**src/rtl/glk_pkg.sv**
```systemverilog
// constants, types and register map of the guard lock status indicator
// Notes on behaviour
// - solid green only when closed, locked, outputs on
// - solid red in safe unlocked state
// - closed door plus lock command starts locking
// - inputs not active: green 1 Hz, outputs off
// - lock command, no actuator: green 4 Hz
// - stuck lock/unlock: three green, one red
// - output short: latched red 1 Hz fault
// - RFID inconsistency: red 4 Hz fault
// - actuator lost while in use: red 4 Hz
// - bolt never reaches position: red 4 Hz fault
// - bolt never extends without actuator present
// - power-up: three slow, three fast green flashes
package glk_pkg;

  localparam int unsigned CLK_KHZ      = 250000;
  localparam int unsigned FAST_HALF_MS = 125;
  localparam int unsigned ATTEMPT_MS   = 300;
  localparam int unsigned FAIL_MS      = 2000;
  localparam int unsigned FAST_HALF_CYC = FAST_HALF_MS * CLK_KHZ;
  localparam int unsigned ATTEMPT_CYC   = ATTEMPT_MS * CLK_KHZ;
  localparam int unsigned FAIL_CYC      = FAIL_MS * CLK_KHZ;

  // fast ticks: 24 of slow flashing, then 6 of fast flashing
  localparam logic [4:0] BOOT_SLOW_TICKS = 5'h18;
  localparam logic [4:0] BOOT_END_TICKS  = 5'h1E;

  // eight fast half periods: green on steps 0, 2, 4 and red on step 6
  localparam logic [7:0] PAT_GREEN = 8'h15;
  localparam logic [7:0] PAT_RED   = 8'h40;

  localparam int          ADDR_W      = 5;
  localparam logic [4:0]  A_CTRL      = 5'h00;
  localparam logic [4:0]  A_STATUS    = 5'h04;
  localparam logic [4:0]  A_INT_STAT  = 5'h08;
  localparam logic [4:0]  A_INT_MASK  = 5'h0C;
  localparam logic        CTRL_RST    = 1'h1;
  localparam logic [1:0]  RESP_OKAY   = 2'h0;
  localparam logic [1:0]  RESP_DECERR = 2'h3;

  localparam int EV_W     = 5;
  localparam int EV_OPER  = 0;
  localparam int EV_SAFE  = 1;
  localparam int EV_STUCK = 2;
  localparam int EV_SHORT = 3;
  localparam int EV_RFID  = 4;
  localparam logic [EV_W-1:0] MASK_RST = 5'h00;

  typedef enum logic [3:0] {
    ST_BOOT, ST_SAFE, ST_OPEN_LOCK, ST_LOCKING, ST_WAIT_IN, ST_OPER,
    ST_UNLOCKING, ST_STUCK, ST_F_SHORT, ST_F_RFID
  } glk_state_t;

  typedef struct packed {
    logic act_present;
    logic lock_cmd;
    logic safe_in_a;
    logic safe_in_b;
    logic bolt_ext;
    logic bolt_ret;
    logic short_det;
    logic rfid_err;
  } glk_pins_t;

  typedef struct packed {
    logic green;
    logic red;
  } glk_led_t;

endpackage

```
**src/rtl/glk_top.sv**
```systemverilog
// guard lock state sequencing, indicator patterns and AXI4-Lite registers
module glk_top
  import glk_pkg::*;
#(
  parameter int unsigned P_FAST_HALF_CYC = FAST_HALF_CYC,
  parameter int unsigned P_ATTEMPT_CYC   = ATTEMPT_CYC,
  parameter int unsigned P_FAIL_CYC      = FAIL_CYC
) (
  input  wire logic              MCLK,
  input  wire logic              RESET,
  input  wire logic              ACT_PRESENT,
  input  wire logic              LOCK_CMD,
  input  wire logic              SAFE_IN_A,
  input  wire logic              SAFE_IN_B,
  input  wire logic              BOLT_EXT,
  input  wire logic              BOLT_RET,
  input  wire logic              SHORT_DET,
  input  wire logic              RFID_ERR,
  output logic                   LED_GREEN,
  output logic                   LED_RED,
  output logic                   BOLT_DRIVE,
  output logic                   SAFETY_OUTPUT_PAIR_A,
  output logic                   SAFETY_OUTPUT_PAIR_B,
  output logic                   IRQ,
  input  wire logic [ADDR_W-1:0] S_AXI_AWADDR,
  input  wire logic              S_AXI_AWVALID,
  output logic                   S_AXI_AWREADY,
  input  wire logic [31:0]       S_AXI_WDATA,
  input  wire logic [3:0]        S_AXI_WSTRB,
  input  wire logic              S_AXI_WVALID,
  output logic                   S_AXI_WREADY,
  output logic [1:0]             S_AXI_BRESP,
  output logic                   S_AXI_BVALID,
  input  wire logic              S_AXI_BREADY,
  input  wire logic [ADDR_W-1:0] S_AXI_ARADDR,
  input  wire logic              S_AXI_ARVALID,
  output logic                   S_AXI_ARREADY,
  output logic [31:0]            S_AXI_RDATA,
  output logic [1:0]             S_AXI_RRESP,
  output logic                   S_AXI_RVALID,
  input  wire logic              S_AXI_RREADY
);

  glk_pins_t       pins_raw;
  glk_pins_t       pins;
  logic            tick;
  logic [2:0]      step;
  glk_state_t      state_q;
  glk_state_t      state_d;
  glk_state_t      prev_q;
  logic            dir_lock_q;
  logic [31:0]     timer_q;
  logic [4:0]      boot_q;
  logic            ctrl_en_q;
  logic [EV_W-1:0] int_q;
  logic [EV_W-1:0] mask_q;
  logic [EV_W-1:0] ev;
  glk_led_t        led_d;
  logic            lock;
  logic            inputs_ok;
  logic            want_ext;
  logic            aw_have_q;
  logic            w_have_q;
  logic [ADDR_W-1:0] waddr_q;
  logic [31:0]     wdata_q;
  logic [3:0]      wstrb_q;
  logic            wr_fire;
  logic            wr_clr;
  logic [EV_W-1:0] clr_bits;

  assign pins_raw = {ACT_PRESENT, LOCK_CMD, SAFE_IN_A, SAFE_IN_B,
                     BOLT_EXT, BOLT_RET, SHORT_DET, RFID_ERR};

  glk_sync #(
    .W ($bits(glk_pins_t))
  ) u_sync (
    .clk (MCLK),
    .rst (RESET),
    .d   (pins_raw),
    .q   (pins)
  );

  glk_flash #(
    .HALF_CYC (P_FAST_HALF_CYC)
  ) u_flash (
    .clk  (MCLK),
    .rst  (RESET),
    .tick (tick),
    .step (step)
  );

  assign lock      = pins.lock_cmd & ctrl_en_q;
  assign inputs_ok = pins.safe_in_a & pins.safe_in_b;

  // faults are checked first so they override any normal transition
  always_comb
  begin
    state_d = state_q;
    if (state_q == ST_F_SHORT || state_q == ST_F_RFID)
      state_d = state_q;
    else if (pins.short_det)
      state_d = ST_F_SHORT;
    else if (pins.rfid_err)
      state_d = ST_F_RFID;
    else
    begin
      case (state_q)
        ST_BOOT:
          if (boot_q == BOOT_END_TICKS)
            state_d = ST_SAFE;
        ST_SAFE:
          if (lock)
            state_d = pins.act_present ? ST_LOCKING : ST_OPEN_LOCK;
        ST_OPEN_LOCK:
          if (!lock)
            state_d = ST_SAFE;
          else if (pins.act_present)
            state_d = ST_LOCKING;
        ST_LOCKING:
          if (!lock)
            state_d = ST_UNLOCKING;
          else if (!pins.act_present)
            state_d = ST_OPEN_LOCK;
          else if (pins.bolt_ext)
            state_d = inputs_ok ? ST_OPER : ST_WAIT_IN;
          else if (timer_q >= P_ATTEMPT_CYC)
            state_d = ST_STUCK;
        ST_WAIT_IN, ST_OPER:
          if (!pins.act_present)
            state_d = ST_F_RFID;
          else if (!pins.bolt_ext)
            state_d = ST_F_RFID;
          else if (!lock)
            state_d = ST_UNLOCKING;
          else
            state_d = inputs_ok ? ST_OPER : ST_WAIT_IN;
        ST_UNLOCKING:
          if (pins.bolt_ret)
            state_d = ST_SAFE;
          else if (timer_q >= P_ATTEMPT_CYC)
            state_d = ST_STUCK;
        ST_STUCK:
          if (timer_q >= P_FAIL_CYC)
            state_d = ST_F_RFID;
          else if (dir_lock_q && !lock)
            state_d = ST_UNLOCKING;
          else if (!dir_lock_q && lock)
            state_d = ST_LOCKING;
          else if (dir_lock_q && !pins.act_present)
            state_d = ST_OPEN_LOCK;
          else if (dir_lock_q && pins.bolt_ext)
            state_d = ST_WAIT_IN;
          else if (!dir_lock_q && pins.bolt_ret)
            state_d = ST_SAFE;
        default:
          state_d = ST_F_RFID;
      endcase
    end
  end

  always_ff @(posedge MCLK)
  begin
    if (RESET)
    begin
      state_q <= ST_BOOT;
      prev_q  <= ST_BOOT;
    end
    else
    begin
      state_q <= state_d;
      prev_q  <= state_q;
    end
  end

  // direction of the attempt in progress, kept while stuck
  always_ff @(posedge MCLK)
  begin
    if (RESET)
      dir_lock_q <= 1'b0;
    else if (state_d == ST_LOCKING)
      dir_lock_q <= 1'b1;
    else if (state_d == ST_UNLOCKING)
      dir_lock_q <= 1'b0;
  end

  // attempt timer keeps running into the stuck state to reach the fault
  always_ff @(posedge MCLK)
  begin
    if (RESET)
      timer_q <= '0;
    else if (state_d != state_q && state_d != ST_STUCK)
      timer_q <= '0;
    else if (timer_q != 32'hFFFFFFFF)
      timer_q <= timer_q + 32'h1;
  end

  always_ff @(posedge MCLK)
  begin
    if (RESET)
      boot_q <= '0;
    else if (state_q == ST_BOOT && tick && boot_q != BOOT_END_TICKS)
      boot_q <= boot_q + 5'h1;
  end

  always_comb
  begin
    case (state_q)
      ST_LOCKING, ST_WAIT_IN, ST_OPER:
        want_ext = 1'b1;
      ST_STUCK:
        want_ext = dir_lock_q;
      default:
        want_ext = 1'b0;
    endcase
  end

  // flashes start in the on half so a pattern is visible at once after reset
  always_comb
  begin
    led_d = '0;
    case (state_q)
      ST_BOOT:
        led_d.green = (boot_q < BOOT_SLOW_TICKS) ? ~step[2]
                                                 : ~step[0];
      ST_SAFE, ST_UNLOCKING:
        led_d.red = 1'b1;
      ST_OPEN_LOCK:
        led_d.green = ~step[0];
      ST_LOCKING, ST_WAIT_IN:
        led_d.green = ~step[2];
      ST_OPER:
        led_d.green = 1'b1;
      ST_STUCK:
      begin
        led_d.green = PAT_GREEN[step];
        led_d.red   = PAT_RED[step];
      end
      ST_F_SHORT:
        led_d.red = ~step[2];
      ST_F_RFID:
        led_d.red = ~step[0];
      default:
        led_d.red = 1'b1;
    endcase
  end

  always_ff @(posedge MCLK)
  begin
    if (RESET)
    begin
      LED_GREEN            <= 1'b0;
      LED_RED              <= 1'b0;
      BOLT_DRIVE           <= 1'b0;
      SAFETY_OUTPUT_PAIR_A <= 1'b0;
      SAFETY_OUTPUT_PAIR_B <= 1'b0;
    end
    else
    begin
      LED_GREEN            <= led_d.green;
      LED_RED              <= led_d.red;
      BOLT_DRIVE           <= want_ext & pins.act_present;
      SAFETY_OUTPUT_PAIR_A <= state_q == ST_OPER;
      SAFETY_OUTPUT_PAIR_B <= state_q == ST_OPER;
    end
  end

  // one-cycle events on entry to each reported state
  always_comb
  begin
    ev           = '0;
    ev[EV_OPER]  = state_q == ST_OPER    && prev_q != ST_OPER;
    ev[EV_SAFE]  = state_q == ST_SAFE    && prev_q != ST_SAFE;
    ev[EV_STUCK] = state_q == ST_STUCK   && prev_q != ST_STUCK;
    ev[EV_SHORT] = state_q == ST_F_SHORT && prev_q != ST_F_SHORT;
    ev[EV_RFID]  = state_q == ST_F_RFID  && prev_q != ST_F_RFID;
  end

  assign wr_fire  = aw_have_q & w_have_q & ~S_AXI_BVALID;
  assign wr_clr   = wr_fire && waddr_q == A_INT_STAT && wstrb_q[0];
  assign clr_bits = wr_clr ? wdata_q[EV_W-1:0] : '0;

  // a new event wins over a write-one clear in the same cycle
  always_ff @(posedge MCLK)
  begin
    if (RESET)
      int_q <= '0;
    else
      int_q <= (int_q & ~clr_bits) | ev;
  end

  always_ff @(posedge MCLK)
  begin
    if (RESET)
      IRQ <= 1'b0;
    else
      IRQ <= |(int_q & mask_q);
  end

  always_ff @(posedge MCLK)
  begin
    if (RESET)
    begin
      ctrl_en_q <= CTRL_RST;
      mask_q    <= MASK_RST;
    end
    else if (wr_fire && wstrb_q[0])
    begin
      if (waddr_q == A_CTRL)
        ctrl_en_q <= wdata_q[0];
      if (waddr_q == A_INT_MASK)
        mask_q <= wdata_q[EV_W-1:0];
    end
  end

  always_ff @(posedge MCLK)
  begin
    if (RESET)
    begin
      S_AXI_AWREADY <= 1'b0;
      aw_have_q     <= 1'b0;
      waddr_q       <= '0;
    end
    else if (S_AXI_AWVALID && S_AXI_AWREADY)
    begin
      S_AXI_AWREADY <= 1'b0;
      aw_have_q     <= 1'b1;
      waddr_q       <= S_AXI_AWADDR;
    end
    else if (S_AXI_BVALID && S_AXI_BREADY)
      aw_have_q <= 1'b0;
    else if (!aw_have_q && !S_AXI_BVALID)
      S_AXI_AWREADY <= 1'b1;
  end

  always_ff @(posedge MCLK)
  begin
    if (RESET)
    begin
      S_AXI_WREADY <= 1'b0;
      w_have_q     <= 1'b0;
      wdata_q      <= '0;
      wstrb_q      <= '0;
    end
    else if (S_AXI_WVALID && S_AXI_WREADY)
    begin
      S_AXI_WREADY <= 1'b0;
      w_have_q     <= 1'b1;
      wdata_q      <= S_AXI_WDATA;
      wstrb_q      <= S_AXI_WSTRB;
    end
    else if (S_AXI_BVALID && S_AXI_BREADY)
      w_have_q <= 1'b0;
    else if (!w_have_q && !S_AXI_BVALID)
      S_AXI_WREADY <= 1'b1;
  end

  always_ff @(posedge MCLK)
  begin
    if (RESET)
    begin
      S_AXI_BVALID <= 1'b0;
      S_AXI_BRESP  <= RESP_OKAY;
    end
    else if (wr_fire)
    begin
      S_AXI_BVALID <= 1'b1;
      S_AXI_BRESP  <= (waddr_q[ADDR_W-1] || waddr_q[1:0] != 2'h0)
                      ? RESP_DECERR : RESP_OKAY;
    end
    else if (S_AXI_BREADY)
      S_AXI_BVALID <= 1'b0;
  end

  always_ff @(posedge MCLK)
  begin
    if (RESET)
    begin
      S_AXI_ARREADY <= 1'b0;
      S_AXI_RVALID  <= 1'b0;
      S_AXI_RDATA   <= '0;
      S_AXI_RRESP   <= RESP_OKAY;
    end
    else if (S_AXI_ARVALID && S_AXI_ARREADY)
    begin
      S_AXI_ARREADY <= 1'b0;
      S_AXI_RVALID  <= 1'b1;
      S_AXI_RRESP   <= RESP_OKAY;
      S_AXI_RDATA   <= '0;
      case (S_AXI_ARADDR)
        A_CTRL:     S_AXI_RDATA[0] <= ctrl_en_q;
        A_STATUS:   S_AXI_RDATA[15:0] <= {pins, 4'h0, state_q};
        A_INT_STAT: S_AXI_RDATA[EV_W-1:0] <= int_q;
        A_INT_MASK: S_AXI_RDATA[EV_W-1:0] <= mask_q;
        default:    S_AXI_RRESP <= RESP_DECERR;
      endcase
    end
    else if (S_AXI_RVALID && S_AXI_RREADY)
      S_AXI_RVALID <= 1'b0;
    else if (!S_AXI_RVALID)
      S_AXI_ARREADY <= 1'b1;
  end

endmodule

```
**src/rtl/glk_sync.sv**
```systemverilog
// two-flop synchroniser for a group of pin inputs
module glk_sync #(
  parameter int W = 8
) (
  input  wire logic         clk,
  input  wire logic         rst,
  input  wire logic [W-1:0] d,
  output logic      [W-1:0] q
);

  logic [W-1:0] meta_q;

  for (genvar i = 0; i < W; i++)
  begin : g_bit
    always_ff @(posedge clk)
    begin
      if (rst)
      begin
        meta_q[i] <= 1'b0;
        q[i]      <= 1'b0;
      end
      else
      begin
        meta_q[i] <= d[i];
        q[i]      <= meta_q[i];
      end
    end
  end

endmodule

```
**src/rtl/glk_flash.sv**
```systemverilog
// flash timebase: 4 Hz half-period tick and an eight step phase counter
module glk_flash
  import glk_pkg::*;
#(
  parameter int unsigned HALF_CYC = FAST_HALF_CYC
) (
  input  wire logic       clk,
  input  wire logic       rst,
  output logic            tick,
  output logic      [2:0] step
);

  logic [31:0] cnt_q;

  // step[0] gives 4 Hz and step[2] 1 Hz, both exactly 50% duty
  always_ff @(posedge clk)
  begin
    if (rst)
    begin
      cnt_q <= '0;
      tick  <= 1'b0;
      step  <= '0;
    end
    else if (cnt_q == HALF_CYC - 1)
    begin
      cnt_q <= '0;
      tick  <= 1'b1;
      step  <= step + 3'h1;
    end
    else
    begin
      cnt_q <= cnt_q + 32'h1;
      tick  <= 1'b0;
    end
  end

endmodule

```
**config.mk**
```make
export PLATFORM = sky130hd
export DESIGN_NAME = glk_top
export DESIGN_NICKNAME = d
export VERILOG_FILES = /design/src/rtl/glk_pkg.sv /design/src/rtl/glk_top.sv /design/src/rtl/glk_sync.sv /design/src/rtl/glk_flash.sv
export SDC_FILE = /design/constraint.sdc
export NUM_CORES = 1
export LEC_CHECK = 0
export BUFFER_PORTS_ARGS = -buffer_cell sky130_fd_sc_hd__buf_4
export CAP_MARGIN = 40
export CORE_MARGIN = 8
export CORE_UTILIZATION = 52
export DETAILED_ROUTE_END_ITERATION = 16
export PLACE_DENSITY = 0.74
export SLEW_MARGIN = 10
export SYNTH_ARGS = -nofsm -noshare
export SYNTH_HDL_FRONTEND = slang
export SYNTH_SLANG_ARGS = --single-unit
```
**constraint.sdc**
```tcl
create_clock -name MCLK -period 2.3 [get_ports MCLK]
set_input_delay 0.345 -clock MCLK [delete_from_list [all_inputs] [get_ports MCLK]]
set_output_delay 0.345 -clock MCLK [all_outputs]
set_load 0.01 [all_outputs]
```
==> flow_metrics.py, run 1 <==
metrics = {
    "global_route": {
        "grt_antenna_before_repair": 0,
        "grt_overflow": 0,
        "grt_max_degree": 50,
        "grt_pass1_vias": 5868,
        "track_usage": 0.191,
        "grt_pass1_wl_um": 28300,
    },
    "logic_synthesis": {
        "synth_common_cells": "149 x dfxtp_1, 107 x nor2_1, 69 x nand2_1, 36 x xor2_1, 35 x nand3_1",
        "synthCells": 810,
        "yosys_warnings": 0,
        "synth_edf_count": 0,
        "synthTopCellsByArea": "dfxtp_1 42%, nor2_1 5.6%, a211oi_2 5.2%",
        "synthesis.area_um2": 7170,
        "ys_ff_latch": 149,
        "synth_top_area_share": 0.416,
        "synth.most_common_cell": "dfxtp_1",
        "ys_seq_area_frac": 0.416,
        "postSynthAreaPerCell_um2": 8.85,
        "synthFlopType": "dfxtp_1",
        "synth_top_area_cell": "dfxtp_1",
        "ys_async_sr_fraction": 0,
        "synth_cell_type_count": 77,
    },
    "sta": {
        "fmax_mhz": 386,
        "slew_viol_final": 0,
        "slew_headroom": 0.634,
        "fin_ws_ns": -0.291,
        "rsz0062_at_grt": "yes",
        "period_share": 1.13,
        "setup_violations": 33,
        "hold_viol": 0,
        "fin_crit_ns": 2.59,
        "finClkSkew_ns": 0.0117,
        "tightest_slew_ns": 0.549,
    },
    "cts": {
        "clock_sinks": 149,
        "cts_made_buffers": 17,
        "clock-root-buffer": "clkbuf_16",
        "cts_max_level": 4,
        "clock_path_buffers": 2,
        "hold_buffers": 0,
        "clock_latency_ns": 0.43,
        "clkTransAtPathRegs_ns": 0.06,
        "cts_tree": "done",
    },
    "critical_path": {
        "worstPathRequired_ns": 2.64,
        "cp.arrival_ns": 2.94,
        "endpoint_kind": "register",
        "criticalPathCategory": "reg2reg",
        "worst_setup_path_start_kind": "register",
        "crit_path_max_fanout": 20,
    },
    "pwr": {
        "p_per_area_nw_per_um2": 670,
        "comb_power_share": 0.087,
        "seqPwrFrac": 0.437,
        "p_leak_nw": 3.48,
        "switching_share": 0.242,
        "power_mw": 6.15,
        "internal-power_mw": 4.66,
        "pwr-share-clk": 0.476,
        "p_switching_mw": 1.49,
        "peakVddDrop_mv": 0.730,
    },
    "floorplanning": {
        "die_w_um": 133,
        "fp.dieH_um": 133,
        "design.core.area_um2": 13700,
        "die_area_um2": 17800,
        "std_cell_rows": 43,
        "num_io_pins": 108,
        "initial_core_util": 0.525,
    },
    "finish": {
        "instances_no_fill": 1137,
        "drive_gt1_frac": 0.288,
        "antenna-diode-count": 0,
        "final_cell_area_um2": 9180,
        "areaGrowthSynthToFinish_pct": 28.0,
        "num-nets-final": 1011,
        "fillCellCount": 1113,
    },
    "run_status": {
        "violations": "negative setup slack",
        "outcome": "complete, but fails checks",
    },
    "drt": {
        "drt_iter0_drc": 405,
        "wl_per_cell_um": 15.4,
        "drc": 0,
        "firstDrtPassIters": 5,
        "avgViaCountPerCell": 5.46,
        "drtAntennaViolNets": 0,
        "vias": 6209,
        "wl_um": 17500,
    },
    "place": {
        "portBuffers": 58,
        "dp_hpwl_um": 11900,
        "place_inst": 1104,
        "dpl_cell_area_um2": 8360,
        "globalplace.congestion": 0.919,
    },
    "hold_path": {
        "min_path_type": "in2reg",
    },
    "flow_run": {
        "maxCapViolCount": 0,
    },
}
-- worst max-delay path, cell delays in order, from the launching register on --
cell,delay (ns)
dfxtp_1,0.39
a311o_1,0.40
a311oi_4,0.30
o211ai_1,0.17
a21oi_2,0.20
o21ai_2,0.10
or4_4,0.57
buf_12,0.20
a211oi_2,0.19
-- path summary, 6_finish.rpt --
kind               startpoint                to  slack (ns)  depth (start not counted)
max               timer_q[20]       timer_q[26]       -0.29                          8
min                 SHORT_DET  u_sync.meta_q[1]        0.13                          2
max reg2reg       timer_q[20]       timer_q[26]       -0.29                          8
min reg2reg  u_sync.meta_q[3]       u_sync.q[3]        0.44                          1
-- layout by cell type, fill, tap and decap left out, types with 7 or more instances in the layout --
master / netlist / final
conb_1: 1 / 19
buf_4: 22 / 158
nor2b_1: 20 / 20
nor2_1: 107 / 104
clkbuf_16: 0 / 18
and4_1: 8 / 8
a211oi_2: 30 / 32
nor3_1: 25 / 22
inv_1: 16 / 14
nand4_1: 23 / 23
mux2i_1: 8 / 8
dfxtp_2: 0 / 8
dfxtp_1: 149 / 141
nand3_1: 35 / 35
and3_1: 12 / 12
a21oi_1: 31 / 29
nand2b_1: 8 / 8
o21ai_0: 12 / 11
a22oi_1: 16 / 16
xnor2_1: 30 / 30
xor2_1: 36 / 36
nor4_1: 8 / 7
and2_1: 8 / 8
nand2_1: 69 / 69
-- per-layer routing --
layer  up-vias  share of wire  track usage  wire length (µm)
li1       3092              -            -                 -
met1      2933           0.47        0.252              8160
met2       160           0.47        0.297              8230
met3        24          0.049       0.0493               860
met4         0          0.015       0.0605               255
met5         -              0            0                 0
-- state kept, by name (all words and copies together), names as in the netlist, 5 cells and up, named ones only --
name and count:
waddr_q 5, mask_q 5, u_sync.q 8, timer_q 32, boot_q 5, wdata_q 5
u_sync.meta_q 8, u_flash.cnt_q 32, int_q 5, S_AXI_RDATA 13
-- logic make-up after synthesis --
| logic type | after synthesis | share of synthesized area |
|---|---|---|
| AND/OR/NAND/NOR | 357 | 0.252 |
| flip-flops | 149 | 0.416 |
| AO/OA/AOI/OAI | 136 | 0.156 |
| buffers and inverters | 82 | 0.0640 |
| XOR/XNOR | 66 | 0.0806 |
| multiplexers | 13 | 0.0206 |
| adder cells (fa/ha/maj) | 6 | 0.0105 |
| other | 1 | 0.000523 |
-- power groups by stage --
stage                     combinational (mW)  sequential [mW]  clock [mW]
after floorplan                        0.303             2.73           0
after global placement                 0.483             2.74           0
after detailed placement               0.490             2.74           0
after CTS                              0.492             2.68        2.96
after global routing                   0.580             2.69        3.09
final                                  0.535             2.69        2.93
-- what timing repair did --
item / in CTS / in global routing
cloned: 0 / 1
buffers inserted: 0 / 2
pin swaps: 1 / 6
setup endpoints to repair: 33 / 34
gates resized for setup: 6 / 33
-- final cells by class --
type | instances | area [µm²] | share of cell area
multi-input combinational | 597 | 3990 | 0.434
sequential | 149 | 2990 | 0.326
timing repair buffer | 163 | 1290 | 0.141
clock buffer | 19 | 453 | 0.0493
tap | 180 | 225 | 0.0245
clock inverter | 13 | 170 | 0.0185
inverter | 16 | 60.1 | 0.00654
-- metrics by stage --
step,utilization,setup WS (ns),setup TNS (ns),hold slack (ns)
final,0.672,-0.291,-8.40,0.133
after global routing,0.672,-0.388,-11.28,0.123
after global placement,0.611,-0.274,-6.52,0.417
after floorplan,-,-0.121,-3.43,0.413
after detailed placement,0.611,-0.306,-7.94,0.425
after CTS,0.659,-0.232,-6.37,0.122
No activity file was read; power rests on OpenSTA's default activity.
==> inputs of run 2 (changes only) <==
Settings changed: SKIP_CTS_REPAIR_TIMING set to 1.
==> flow_metrics.py, run 2 (same netlist as run 1, synthesis figures left out) <==
metrics = {
    "drt": {
        "drt_iter0_drc": 375,
        "wl_um": 17900,
        "wl_per_cell_um": 15.6,
        "vias": 6243,
        "firstDrtPassIters": 5,
        "avgViaCountPerCell": 5.45,
        "drc": 0,
        "drtAntennaViolNets": 0,
    },
    "global_route": {
        "met1_usage": 0.251,
        "use_met3": 0.0489,
        "track_usage": 0.189,
        "grt_overflow": 0,
        "grt-busiest-layer": "met2",
        "grt_antenna_before_repair": 0,
        "use_met2": 0.294,
        "grt_pass1_vias": 5847,
        "grt_max_degree": 50,
        "grt_pass1_wl_um": 28100,
    },
    "pwr": {
        "power_mw": 6.15,
        "peakVddDrop_mv": 0.730,
        "internal-power_mw": 4.66,
        "p_switching_mw": 1.50,
        "seqPwrFrac": 0.436,
        "comb_power_share": 0.087,
        "p_per_area_nw_per_um2": 660,
        "pwr-share-clk": 0.477,
        "switching_share": 0.243,
        "p_leak_nw": 3.55,
    },
    "floorplanning": {
        "die_w_um": 133,
        "initial_core_util": 0.525,
        "design.core.area_um2": 13700,
        "fp.dieH_um": 133,
        "die_area_um2": 17800,
        "num_io_pins": 108,
        "std_cell_rows": 43,
    },
    "place": {
        "pre_cts_slack_ns": -0.306,
        "globalplace.congestion": 0.919,
        "place_inst": 1104,
        "dp_hpwl_um": 11900,
        "portBuffers": 58,
    },
    "sta": {
        "hold_ws_ns": 0.133,
        "final.setup.tns_ns": -10.31,
        "fin_ws_ns": -0.359,
        "setup_violations": 33,
        "tightest_slew_ns": 0.542,
        "rsz0062_at_grt": "yes",
        "hold_viol": 0,
        "slew_viol_final": 0,
        "finClkSkew_ns": 0.0136,
        "fmax_mhz": 376,
        "period_share": 1.16,
        "slew_headroom": 0.638,
        "fin_crit_ns": 2.66,
    },
    "cts": {
        "clock_path_buffers": 2,
        "cts_tree": "done",
        "cts_made_buffers": 17,
        "clock_sinks": 149,
        "cts_max_level": 4,
        "clock-root-buffer": "clkbuf_16",
        "clkTransAtPathRegs_ns": 0.07,
        "clock_latency_ns": 0.43,
    },
    "critical_path": {
        "worst_setup_path_start_kind": "register",
        "cp.arrival_ns": 3.01,
        "crit_path_max_fanout": 7,
        "worstPathRequired_ns": 2.65,
        "endpoint_kind": "register",
        "criticalPathCategory": "reg2reg",
    },
    "flow_run": {
        "maxCapViolCount": 0,
    },
    "finish": {
        "fillCellCount": 1104,
        "areaGrowthSynthToFinish_pct": 30.0,
        "reg_top3": "timer_q x32, u_flash.cnt_q x32, S_AXI_RDATA x13",
        "drive_gt1_frac": 0.303,
        "antenna-diode-count": 0,
        "instances_no_fill": 1145,
        "layout_commonest_cell": "buf_4",
        "num-nets-final": 1019,
        "layout_common_cells": "160 x buf_4, 139 x dfxtp_1, 102 x nor2_1",
    },
    "run_status": {
        "violations": "negative setup slack",
        "outcome": "complete, but fails checks",
    },
    "hold_path": {
        "min_path_type": "in2reg",
    },
}
## run 2: cell count changes in the layout (fill, tap and decap cells not counted), sizes merged
cell and change:
buf +6, clkbuf +2
## run 2: final timing paths
| path | cells past startpoint | slack, ns | endpoint | from |
|---|---|---|---|---|
| setup / recovery | 8 | -0.36 | timer_q[18] | timer_q[29] |
| hold / removal | 2 | 0.13 | u_sync.meta_q[1] | SHORT_DET |
| setup reg to reg | 8 | -0.36 | timer_q[18] | timer_q[29] |
| hold reg to reg | 1 | 0.44 | u_sync.q[3] | u_sync.meta_q[3] |
## run 2: area by class of cell
| type | count | area [µm²] | share of cell area |
|---|---|---|---|
| Clock buffer | 19 | 453 | 0.0486 |
| Multi-Input combinational cell | 597 | 4010 | 0.430 |
| Sequential cell | 149 | 3000 | 0.322 |
| Timing Repair Buffer | 171 | 1400 | 0.150 |
| Clock inverter | 13 | 170 | 0.0183 |
| Inverter | 16 | 60.1 | 0.00644 |
| Tap cell | 180 | 225 | 0.0242 |
## run 2: worst max-delay path, cell delays in order (launching register included)
cell,delay (ns)
dfxtp_2,0.33
or3_4,0.40
a311oi_4,0.37
o211ai_1,0.18
a21oi_2,0.19
o21ai_2,0.09
or4_4,0.62
clkbuf_16,0.22
a211oi_2,0.19
## run 2: power by group through the flow
stage	combinational (mW)	clock, mW	sequential, mW
detailed placement	0.490	0	2.74
CTS	0.492	2.96	2.68
global route	0.582	3.09	2.69
global placement	0.483	0	2.74
floorplan	0.303	0	2.73
finish	0.537	2.93	2.68
## run 2: routing by layer
metal,wire [µm],up-vias
li1,-,3109
met1,8320,2980
met2,8540,133
met3,813,21
met4,218,0
met5,0,-
## run 2: per-stage QoR
stage,area [µm²],utilization
floorplan,7250,-
global placement,8360,0.611
detailed placement,8360,0.611
CTS,8980,0.657
global route,9320,0.682
finish,9320,0.682
